==> config.mk <==
export PLATFORM = sky130hd
export DESIGN_NAME = pdw_top
export DESIGN_NICKNAME = d
export VERILOG_FILES = /design/src/verilog/pdw_pkg.sv /design/src/verilog/pdw_top.sv
export VERILOG_INCLUDE_DIRS = /design/src /design/src/verilog
export SDC_FILE = /design/constraint.sdc
export NUM_CORES = 1
export LEC_CHECK = 0
export BUFFER_PORTS_ARGS = -buffer_cell sky130_fd_sc_hd__buf_2
export CAP_MARGIN = 40
export CORE_MARGIN = 1.5
export CORE_UTILIZATION = 51
export DETAILED_ROUTE_END_ITERATION = 7
export GPL_TIMING_DRIVEN = 0
export HOLD_SLACK_MARGIN = 0.15
export PLACE_DENSITY = 0.84
export SLEW_MARGIN = 20
export SYNTH_ARGS = -nofsm -noshare
export SYNTH_HDL_FRONTEND = slang
export SYNTH_SLANG_ARGS = --single-unit
==> constraint.sdc <==
create_clock -name MCLK_I -period 2.35 [get_ports MCLK_I]
set_clock_uncertainty 0.1 [all_clocks]
set_input_delay 0.3525 -clock MCLK_I [delete_from_list [all_inputs] [get_ports MCLK_I]]
set_output_delay 0.3525 -clock MCLK_I [all_outputs]
set_load 0.01 [all_outputs]
==> src/verilog/pdw_defs.svh <==
`ifndef PDW_DEFS_SVH
`define PDW_DEFS_SVH
// Functional notes
// - wait select codes give 8192,16384,1024,2048,4096,2,8,16 states
// - control two bits 7 to 5 read as one and ignore writes
// - noise select bit: zero samples watch clock at osc/16, one at osc/4
// - direct transfer flag joins the other flags in picking sleep target
// - medium flag picks high or medium active mode on resume
// - subactive clock select sets subclock rate; kept in subactive
// - wait count applies on interrupt wake to active from standby, watch or subsleep, not from sleep; cpu held until done

// register map, 8-bit data
`define PDW_AW          4
`define PDW_ADDR_CTRL2  4'h0
`define PDW_ADDR_WSEL   4'h1
`define PDW_ADDR_STAT   4'h2
`define PDW_CTRL2_RST   8'hf0
`define PDW_RSVD_ONES   3'h7
`define PDW_WSEL_RST    3'h0
`define PDW_RD_NONE     8'h00
`define PDW_B_NOISE_FILTER_RATE_SEL     4
`define PDW_B_DIRECT_TRANSFER_FLAG      3
`define PDW_B_MEDIUM_SPEED_RESUME_FLAG      2
`define PDW_SA_HI       1
`define PDW_SA_LO       0
`define PDW_WSEL_HI     2
`define PDW_WSEL_PAD    5'h00
`define PDW_STAT_PAD    4'h0

// wait select codes
`define PDW_WS_8K       3'h0
`define PDW_WS_16K      3'h1
`define PDW_WS_1K       3'h2
`define PDW_WS_2K       3'h3
`define PDW_WS_4K       3'h4
`define PDW_WS_EXT      3'h5
`define PDW_WS_8        3'h6
`define PDW_WS_16       3'h7

// wait lengths in states
`define PDW_CW          15
`define PDW_WAIT_1K     15'h0400
`define PDW_WAIT_2K     15'h0800
`define PDW_WAIT_4K     15'h1000
`define PDW_WAIT_EXT    15'h0002
`define PDW_WAIT_8      15'h0008
`define PDW_WAIT_16     15'h0010
`define PDW_CNT_ZERO    15'h0000
`define PDW_CNT_ONE     15'h0001

// noise sampler prescaler
`define PDW_PRE_ZERO    4'h0
`define PDW_PRE_ONE     4'h1
`define PDW_DIV16_LAST  4'hf
`define PDW_DIV4_LAST   2'h3
`endif

==> src/verilog/pdw_pkg.sv <==
package pdw_pkg;

   typedef enum logic [2:0] {
      M_HIGH, M_MED, M_SLEEP, M_STBY, M_WATCH, M_SUBACT, M_SUBSLP, M_WAIT
   } pdw_mode_t;

   typedef struct packed {
      logic [2:0] rsvd;
      logic       noise_filter_rate_sel;
      logic       direct_transfer_flag;
      logic       medium_speed_resume_flag;
      logic [1:0] sa;
   } pdw_ctl2_t;

   typedef struct packed {
      logic deep_standby_select;
      logic timer_mode_select;
      logic low_speed_resume_flag;
   } pdw_cfg1_t;

   typedef struct packed {
      logic [3:0] addr;
      logic [7:0] wdata;
      logic       wr;
      logic       rd;
   } pdw_bus_t;

endpackage

==> src/verilog/pdw_top.sv <==
`include "pdw_defs.svh"

module pdw_top #(
   parameter int WAIT_8K  = 8192,
   parameter int WAIT_16K = 16384
) (
   input  wire logic               MCLK_I,
   input  wire logic               NRST_I,
   input  wire pdw_pkg::pdw_bus_t  BUS_I,
   output logic [7:0]              RDATA_O,
   input  wire pdw_pkg::pdw_cfg1_t CTRL_ONE_I,
   input  wire logic               SLEEP_EXEC_I,
   input  wire logic               WAKE_I,
   input  wire logic               WATCH_CLK_I,
   output logic                    CPU_HOLD_O,
   output pdw_pkg::pdw_mode_t      MODE_O,
   output logic [1:0]              SUB_CLK_SEL_O,
   output logic                    WATCH_CLK_O
);
   import pdw_pkg::*;

   localparam int CW = `PDW_CW;

   ////////////////////////////////////////////////////////////////////////
   // wait length decode

   function automatic logic [CW-1:0] wait_len(input logic [2:0] sel);
      logic [CW-1:0] len;
      len = `PDW_WAIT_16;
      unique case (sel)
         `PDW_WS_8K:  len = CW'(WAIT_8K);
         `PDW_WS_16K: len = CW'(WAIT_16K);
         `PDW_WS_1K:  len = `PDW_WAIT_1K;
         `PDW_WS_2K:  len = `PDW_WAIT_2K;
         `PDW_WS_4K:  len = `PDW_WAIT_4K;
         `PDW_WS_EXT: len = `PDW_WAIT_EXT;
         `PDW_WS_8:   len = `PDW_WAIT_8;
         `PDW_WS_16:  len = `PDW_WAIT_16;
      endcase
      return len;
   endfunction

   ////////////////////////////////////////////////////////////////////////
   // state

   pdw_ctl2_t       ctl2;
   pdw_ctl2_t       next_ctl2;
   logic [2:0]      wsel;
   logic [2:0]      next_wsel;
   logic [7:0]      rdata;
   logic [7:0]      next_rdata;
   pdw_mode_t       mode;
   pdw_mode_t       next_mode;
   logic [CW-1:0]   cnt;
   logic [CW-1:0]   next_cnt;
   logic [CW-1:0]   wait_last;
   logic [3:0]      pre;
   logic [3:0]      next_pre;
   logic            w_s1;
   logic            w_s2;
   logic            w_last;
   logic            next_w_last;
   logic            w_filt;
   logic            next_w_filt;
   logic            tick;
   logic            wr_ctl2;

   assign wait_last = wait_len(wsel) - `PDW_CNT_ONE;
   assign wr_ctl2   = BUS_I.wr && (BUS_I.addr == `PDW_ADDR_CTRL2);

   ////////////////////////////////////////////////////////////////////////
   // register file

   always_comb begin
      next_ctl2  = ctl2;
      next_wsel  = wsel;
      next_rdata = rdata;
      if (wr_ctl2) begin
         next_ctl2.noise_filter_rate_sel = BUS_I.wdata[`PDW_B_NOISE_FILTER_RATE_SEL];
         next_ctl2.direct_transfer_flag  = BUS_I.wdata[`PDW_B_DIRECT_TRANSFER_FLAG];
         next_ctl2.medium_speed_resume_flag  = BUS_I.wdata[`PDW_B_MEDIUM_SPEED_RESUME_FLAG];
         if (mode != M_SUBACT) begin
            next_ctl2.sa = BUS_I.wdata[`PDW_SA_HI:`PDW_SA_LO];
         end
      end
      next_ctl2.rsvd = `PDW_RSVD_ONES;
      if (BUS_I.wr && (BUS_I.addr == `PDW_ADDR_WSEL)) begin
         next_wsel = BUS_I.wdata[`PDW_WSEL_HI:0];
      end
      if (BUS_I.rd) begin
         unique case (BUS_I.addr)
            `PDW_ADDR_CTRL2: next_rdata = ctl2;
            `PDW_ADDR_WSEL:  next_rdata = {`PDW_WSEL_PAD, wsel};
            `PDW_ADDR_STAT:  next_rdata = {`PDW_STAT_PAD, CPU_HOLD_O, mode};
            default:         next_rdata = `PDW_RD_NONE;
         endcase
      end else begin
         next_rdata = `PDW_RD_NONE;
      end
   end

   always_ff @(posedge MCLK_I or negedge NRST_I) begin
      if (!NRST_I) begin
         ctl2  <= `PDW_CTRL2_RST;
         wsel  <= `PDW_WSEL_RST;
         rdata <= `PDW_RD_NONE;
      end else begin
         ctl2  <= next_ctl2;
         wsel  <= next_wsel;
         rdata <= next_rdata;
      end
   end

   ////////////////////////////////////////////////////////////////////////
   // mode sequencer and stabilisation wait

   always_comb begin
      next_mode = mode;
      next_cnt  = cnt;
      unique case (mode)
         M_HIGH, M_MED: begin
            if (SLEEP_EXEC_I) begin
               if (ctl2.direct_transfer_flag) begin
                  if (CTRL_ONE_I.low_speed_resume_flag) begin
                     next_mode = M_SUBACT;
                  end else begin
                     next_mode = ctl2.medium_speed_resume_flag ? M_MED : M_HIGH;
                  end
               end else if (CTRL_ONE_I.deep_standby_select) begin
                  next_mode = CTRL_ONE_I.timer_mode_select ? M_WATCH
                                                           : M_STBY;
               end else begin
                  next_mode = CTRL_ONE_I.low_speed_resume_flag ? M_SUBSLP
                                                               : M_SLEEP;
               end
            end
         end
         M_SUBACT: begin
            if (SLEEP_EXEC_I) begin
               next_cnt = `PDW_CNT_ZERO;
               if (ctl2.direct_transfer_flag && !CTRL_ONE_I.low_speed_resume_flag) begin
                  next_mode = M_WAIT;
               end else if (CTRL_ONE_I.deep_standby_select) begin
                  next_mode = CTRL_ONE_I.timer_mode_select ? M_WATCH
                                                           : M_STBY;
               end else begin
                  next_mode = M_SUBSLP;
               end
            end
         end
         M_SLEEP: begin
            if (WAKE_I) begin
               next_mode = ctl2.medium_speed_resume_flag ? M_MED : M_HIGH;
            end
         end
         M_STBY: begin
            if (WAKE_I) begin
               next_mode = M_WAIT;
               next_cnt  = `PDW_CNT_ZERO;
            end
         end
         M_WATCH, M_SUBSLP: begin
            if (WAKE_I) begin
               next_cnt = `PDW_CNT_ZERO;
               next_mode = CTRL_ONE_I.low_speed_resume_flag ? M_SUBACT
                                                            : M_WAIT;
            end
         end
         M_WAIT: begin
            next_cnt = cnt + `PDW_CNT_ONE;
            if (cnt == wait_last) begin
               next_mode = ctl2.medium_speed_resume_flag ? M_MED : M_HIGH;
               next_cnt  = `PDW_CNT_ZERO;
            end
         end
      endcase
   end

   always_ff @(posedge MCLK_I or negedge NRST_I) begin
      if (!NRST_I) begin
         mode <= M_HIGH;
         cnt  <= `PDW_CNT_ZERO;
      end else begin
         mode <= next_mode;
         cnt  <= next_cnt;
      end
   end

   ////////////////////////////////////////////////////////////////////////
   // watch clock noise sampler

   always_ff @(posedge MCLK_I or negedge NRST_I) begin
      if (!NRST_I) begin
         w_s1 <= 1'b0;
         w_s2 <= 1'b0;
      end else begin
         w_s1 <= WATCH_CLK_I;
         w_s2 <= w_s1;
      end
   end

   assign tick = ctl2.noise_filter_rate_sel ? (pre[1:0] == `PDW_DIV4_LAST)
                            : (pre == `PDW_DIV16_LAST);

   always_comb begin
      next_pre    = pre + `PDW_PRE_ONE;
      next_w_last = w_last;
      next_w_filt = w_filt;
      if (tick) begin
         next_w_last = w_s2;
         if (w_s2 == w_last) begin
            next_w_filt = w_s2;
         end
      end
   end

   always_ff @(posedge MCLK_I or negedge NRST_I) begin
      if (!NRST_I) begin
         pre    <= `PDW_PRE_ZERO;
         w_last <= 1'b0;
         w_filt <= 1'b0;
      end else begin
         pre    <= next_pre;
         w_last <= next_w_last;
         w_filt <= next_w_filt;
      end
   end

   ////////////////////////////////////////////////////////////////////////
   // outputs

   assign RDATA_O       = rdata;
   assign MODE_O        = mode;
   assign CPU_HOLD_O    = (mode == M_WAIT);
   assign SUB_CLK_SEL_O = ctl2.sa;
   assign WATCH_CLK_O   = w_filt;

   logic [15:0] a_cnt;
   logic [15:0] a_len;

   always_ff @(posedge MCLK_I or negedge NRST_I) begin
      if (!NRST_I) begin
         a_cnt <= 16'h0000;
         a_len <= 16'h0000;
      end else if (mode != M_WAIT && next_mode == M_WAIT) begin
         a_cnt <= 16'h0000;
         a_len <= {1'b0, wait_len(wsel)};
      end else if (mode == M_WAIT) begin
         a_cnt <= a_cnt + 16'h0001;
      end
   end
endmodule

## Yosys cells after proc, flatten, opt, wreduce, memory -nomap -nowiden

Memory sizes are Yosys's and may differ from the RTL's.
Cells that the tools add are included.

- Muxes and demuxes: 23
- Reductions and logical operators: 14
- Equal/unequal tests: 21
- Add/sub/neg operators: 3

Operators with widths:

| operator | count |
|---|---|
| 2-to-1 mux 15 bit | 3 |
| case mux 15 bit (3 select lines) | 1 |
| 2-to-1 mux 3 bit | 13 |
| case mux 8 bit (3 select lines) | 1 |
| case mux 3 bit (6 select lines) | 1 |
| adder 15 x 1 -> 15 bit, second input constant | 1 |
| == test 15 bit | 1 |
| subtractor 15 x 1 -> 15 bit, second input constant | 1 |
| == test 3 bit, second input constant | 4 |
| != test 2 bit, second input constant | 5 |
| 2-to-1 mux 8 bit | 1 |
| == test 3 x 2 -> 1 bit, second input constant | 2 |
| AND reduction 6 bit | 1 |
| adder 4 x 1 -> 4 bit, second input constant | 1 |
| == test 4 x 1 -> 1 bit, second input constant | 1 |
| == test 4 x 2 -> 1 bit, second input constant | 1 |
| == test 4 bit, second input constant | 1 |
| zero test 4 bit | 1 |
| != test 2 x 1 -> 1 bit, second input constant | 2 |
| AND reduction 2 bit | 2 |
| OR reduction 2 bit | 2 |
| == test 3 x 1 -> 1 bit, second input constant | 1 |
| logical AND 1 bit | 3 |
| zero test 3 bit | 1 |
| other kinds (9) | 10 |

- Output and inout bits: 15
- Bits in registers: 42
- Memories: 1
- Bits of input ports: 22
- Memory bits (read-only): 64

Memory list:

| name | depth | width | read ports | clocked after Yosys merged registers in | wr ports | line | RTL |
|---|---|---|---|---|---|---|---|
| (name not given) | 8 | 8 | 1 | 0 | 0 | pdw_top.sv:30 | `unique case (sel)` |

## Longest topological paths before layout

- Depth after elaboration: 5
- Mapped depth: 10
- Mapped depth without buffers: 9

## Worst setup path before layout

No wires, ideal clock.

- Kind: register -> register
- Start point: reg wsel[2]
- End point: reg mode[2] (netlist: MODE_O[2])
- Arrival: 2,356 ps
- Period minus slack after synthesis: 2,600 ps
- Setup time: 143 ps
- Path slack: -250 ps
- Cell stages (with the launch flop): 11
- Path through: dfrtp_1 clkbuf_1 nand3b_1 ha_1 ha_1 xnor2_1 nor4_1 o2111ai_2 o31ai_4 buf_6 o211ai_1

- Longest elaborated chain between the ends: 5

Ends and longest elaborated chain:

| what | line | RTL |
|---|---|---|
| from (decl) | pdw_top.sv:48 | `logic [2:0] wsel;` |
| from (signal assigned) | pdw_top.sv:105 | `` wsel <= `PDW_WSEL_RST; `` |
| from (signal assigned) | pdw_top.sv:109 | `wsel <= next_wsel;` |
| memory (8 x 8 bit) | -- |  |
| subtractor 15 x 1 -> 15 bit (no line) | -- |  |
| == test 15 bit | pdw_top.sv:171 | `if (cnt == wait_last) begin` |
| != test 2 x 1 -> 1 bit (no line) | -- |  |
| AND reduction 6 bit (no line) | -- |  |
| to (signal assigned) | pdw_top.sv:184 | `mode <= next_mode;` |
| to (decl) | pdw_top.sv:52 | `pdw_mode_t mode;` |

Every way passes these cells.
A chain may end at the register's enable or synchronous reset.

## Final worst setup path

- Start point: reg wsel[0]
- End point: reg cnt[12]

- Longest elaborated chain between the ends: 5

Ends and longest elaborated chain:

| what | line | RTL |
|---|---|---|
| memory (8 x 8 bit) | -- |  |
| subtractor 15 x 1 -> 15 bit (no line) | -- |  |
| == test 15 bit | pdw_top.sv:171 |  |
| 2-to-1 mux 15 bit | pdw_top.sv:171 |  |
| case mux 15 bit (3 select lines) | pdw_top.sv:120 | `unique case (mode)` |
| to (signal assigned) | pdw_top.sv:182 | `` cnt <= `PDW_CNT_ZERO; `` |
| to (signal assigned) | pdw_top.sv:185 | `cnt <= next_cnt;` |
| to (decl) | pdw_top.sv:54 | `logic [CW-1:0] cnt;` |

Every way passes these cells.

==> results_dict.tcl <==
set metrics [dict create \
    dieArea_mm2 0.00494 \
    fin_setup_tns_ns -7.18 \
    hold_class "in2reg" \
    ys_seq_elements 40 \
    violations "setup timing" \
    routedWlPerCell_um 16.9 \
    drive_gt1_share_pct 32.9 \
    ys_dominant_reg_cell "dfrtp_1" \
    synth_top_family_by_area "compound AO/OA/AOI/OAI gates" \
    gp_congestion 0.798 \
    relSlewSlack_pct 53.0 \
    maxClockFrequency_mhz 358 \
    grt.total_usage_pct 25.3 \
    start_util_pct 53.0 \
    synth_fa_ha_area_share_pct 2.17 \
    insertion_delay_ns 0.30 \
    remaining_drc_errors 0 \
    worst-path-buf-inv 4 \
    status "complete, but fails checks" \
    firstDrtPassIters 4 \
    via_per_inst 6.03 \
    layout_common_cells "dfrtp_1 (39), buf_2 (32), buf_4 (18), nand2_1 (17), a21oi_1 (17)" \
    critPathRequiredTime_ns 2.40 \
    cp_slowest_stage_delay_ns 0.50 \
    synth_cells 240 \
    core_area_mm2 0.00435 \
    cp-end-kind "flop" \
    synth_top_area_share_pct 42.3 \
    start_kind "flop" \
    port_buffers 31 \
    synth-edff-count 0 \
    synth_warnings 0 \
    ir_drop_uv 834 \
    rsz0062_at_grt "true" \
    yosysSeqAreaShare_pct 43.4 \
    fillCellCount 294 \
    maxSlewViolCount 0 \
    dp_slack_ns -0.466 \
    h-tree-depth 2 \
    dp_hpwl_mm 3.66 \
    worst_pin_slew_ns 0.699 \
    syn-num-nets 266 \
    period_share_pct 119 \
    max_cap_violations 0 \
    setup_ws_ns -0.446 \
    num_vias 2145 \
    area_delta_synth_final_pct 32.8 \
    antenna_found_initial 0 \
    cts_tree "done" \
    routed_wl_mm 6.00 \
    p_leak_nw 1.39 \
    grt_pass1_vias 2073 \
    clock_path_buffers 2 \
    crit_type "reg2reg" \
    power_density_mw_per_mm2 979 \
    ios 37 \
    antennaDiodeCount 0 \
    yosys.area.top_type "dfrtp_1" \
    synthDistinctLibCells 50 \
    globalRouteOverflowTotal 0 \
    period_minus_slack_ns 2.80 \
    synthArstFlopShare_pct 100 \
    synth.area.mux_share_pct 5.53 \
    grt_max_degree 33 \
    yosys-top-cells-area "dfrtp_1 (42%), a21oi_1 (4.3%), xor2_1 (3.4%), o21ai_0 (3.3%), mux2_2 (2.9%)" \
    slowest_stage "or4b_4" \
    nets 329 \
    synthSimpleGateAreaFrac_pct 16.5 \
    die_height_um 70.3 \
    path_max_fanout 5 \
    cts_made_buffers 5 \
    hold_viol_final 0 \
    synth_compound_area_share_pct 20.9 \
    rows 24 \
    cts.sinks 40 \
    syn_area_mm2 0.00231 \
    crit_family "simple AND/OR/NAND/NOR gates" \
    critPathMostFrequentCell "buf_6" \
    drt-initial-drc-count 106 \
    synthXorXnorAreaFrac_pct 6.39 \
    cp.arrival_ns 2.85 \
    layout_commonest_cell "dfrtp_1" \
    synth_area_per_cell_um2 9.62 \
    drt.antenna.violating_nets 0 \
    grt_first_pass_wirelength_mm 9.87 \
    die_w_um 70.3 \
    clk_transition_reported_paths_ns 0.08 \
    crit_chain "buf_6 > nand3b_1 > ha_4 > buf_6 > or4b_4 > o211ai_1 > xor2_2 > o31ai_4 > buf_6 > buf_6 > a21oi_1" \
    cts-root-buf "clkbuf_8" \
    finalSetupViolCount 18 \
]
==> synthesized netlist by cell type (all sizes together) (5+ instances only) <==
master	number
o21ai	16
o2111ai	8
nor2	14
dfrtp	39
xor2	10
xnor2	6
nor2b	5
clkbuf	10
inv	7
mux2i	6
nand2	17
a21oi	20
buf	8
nand3	7
and3	10
mux2	6
==> report_power, final <==
group	switching [mW]	internal, mW
Clock	0.252	0.347
Sequential	0.111	0.792
Combinational	0.801	0.700
==> kinds of logic after synthesis <==
| family | count (synthesis) |
|---|---|
| flops | 40 |
| compound gates | 70 |
| fa+ha+maj | 4 |
| buf+inv | 25 |
| xor+xnor | 16 |
| mux | 12 |
| simple gates | 73 |
==> path summary, 6_finish.rpt <==
check                           slack, ns      end  startpoint  cells past startpoint
worst max-delay path                -0.45  cnt[12]     wsel[0]                     11
worst min-delay path                 0.18  ctl2[4]    BUS_I[6]                      2
worst max register to register      -0.45  cnt[12]     wsel[0]                     11
worst min register to register       0.27     w_s2        w_s1                      0
max in group asynchronous            1.31  ctl2[4]      NRST_I                      3
min in group asynchronous            0.34   cnt[2]      NRST_I                      2
==> per-stage QoR <==
step	total power [mW]	utilization [%]	instance area, um2	hold slack [ns]	instances
6_report	3.00	70.4	3070	0.181	356
5_1_grt	3.18	70.4	3070	0.181	356
4_1_cts	2.70	66.3	2890	0.175	351
3_5_place_dp	1.92	59.3	2580	0.127	324
3_3_place_gp	1.88	58.9	2560	0.235	323
2_1_floorplan	1.64	-	2340	-0.0431	240
==> state kept, by name, indices dropped and copies added (netlist names) <==
| register | cells |
|---|---|
| pre | 4 |
| MODE_O | 3 |
| w_s1 | 1 |
| w_s2 | 1 |
| wsel | 3 |
| RDATA_O | 6 |
| cnt | 15 |
| SUB_CLK_SEL_O | 2 |
| WATCH_CLK_O | 1 |
| w_last | 1 |
| ctl2 | 3 |
==> metal layers <==
layer	vias to the layer above	track usage, %	part of all wire, %
li1	998	-	-
met1	1057	33.8	43
met2	71	39.9	49
met3	19	5.19	4.1
met4	0	10.5	3.3
met5	-	0	0
==> what timing repair did <==
item | in CTS | in global routing
setup buffers | 15 | 5
hold buffers | 3 | 0
hold endpoints to repair | 41 | 0
endpoints found under the setup margin | 18 | 19
gates cloned | 1 | 0
pin swaps | 7 | 9
resized for setup | 6 | 32
==> area by class of cell <==
| class | count | area, um2 | share of cell area, % |
|---|---|---|---|
| Multi-Input combinational cell | 175 | 1340 | 43.8 |
| Sequential cell | 40 | 1000 | 32.7 |
| Timing Repair Buffer | 56 | 389 | 12.7 |
| Buffer | 18 | 120 | 3.92 |
| Clock buffer | 6 | 82.6 | 2.69 |
| Tap cell | 52 | 65.1 | 2.12 |
| Clock inverter | 2 | 38.8 | 1.26 |
| Inverter | 7 | 26.3 | 0.857 |
(Power assumes the default switching activity.)
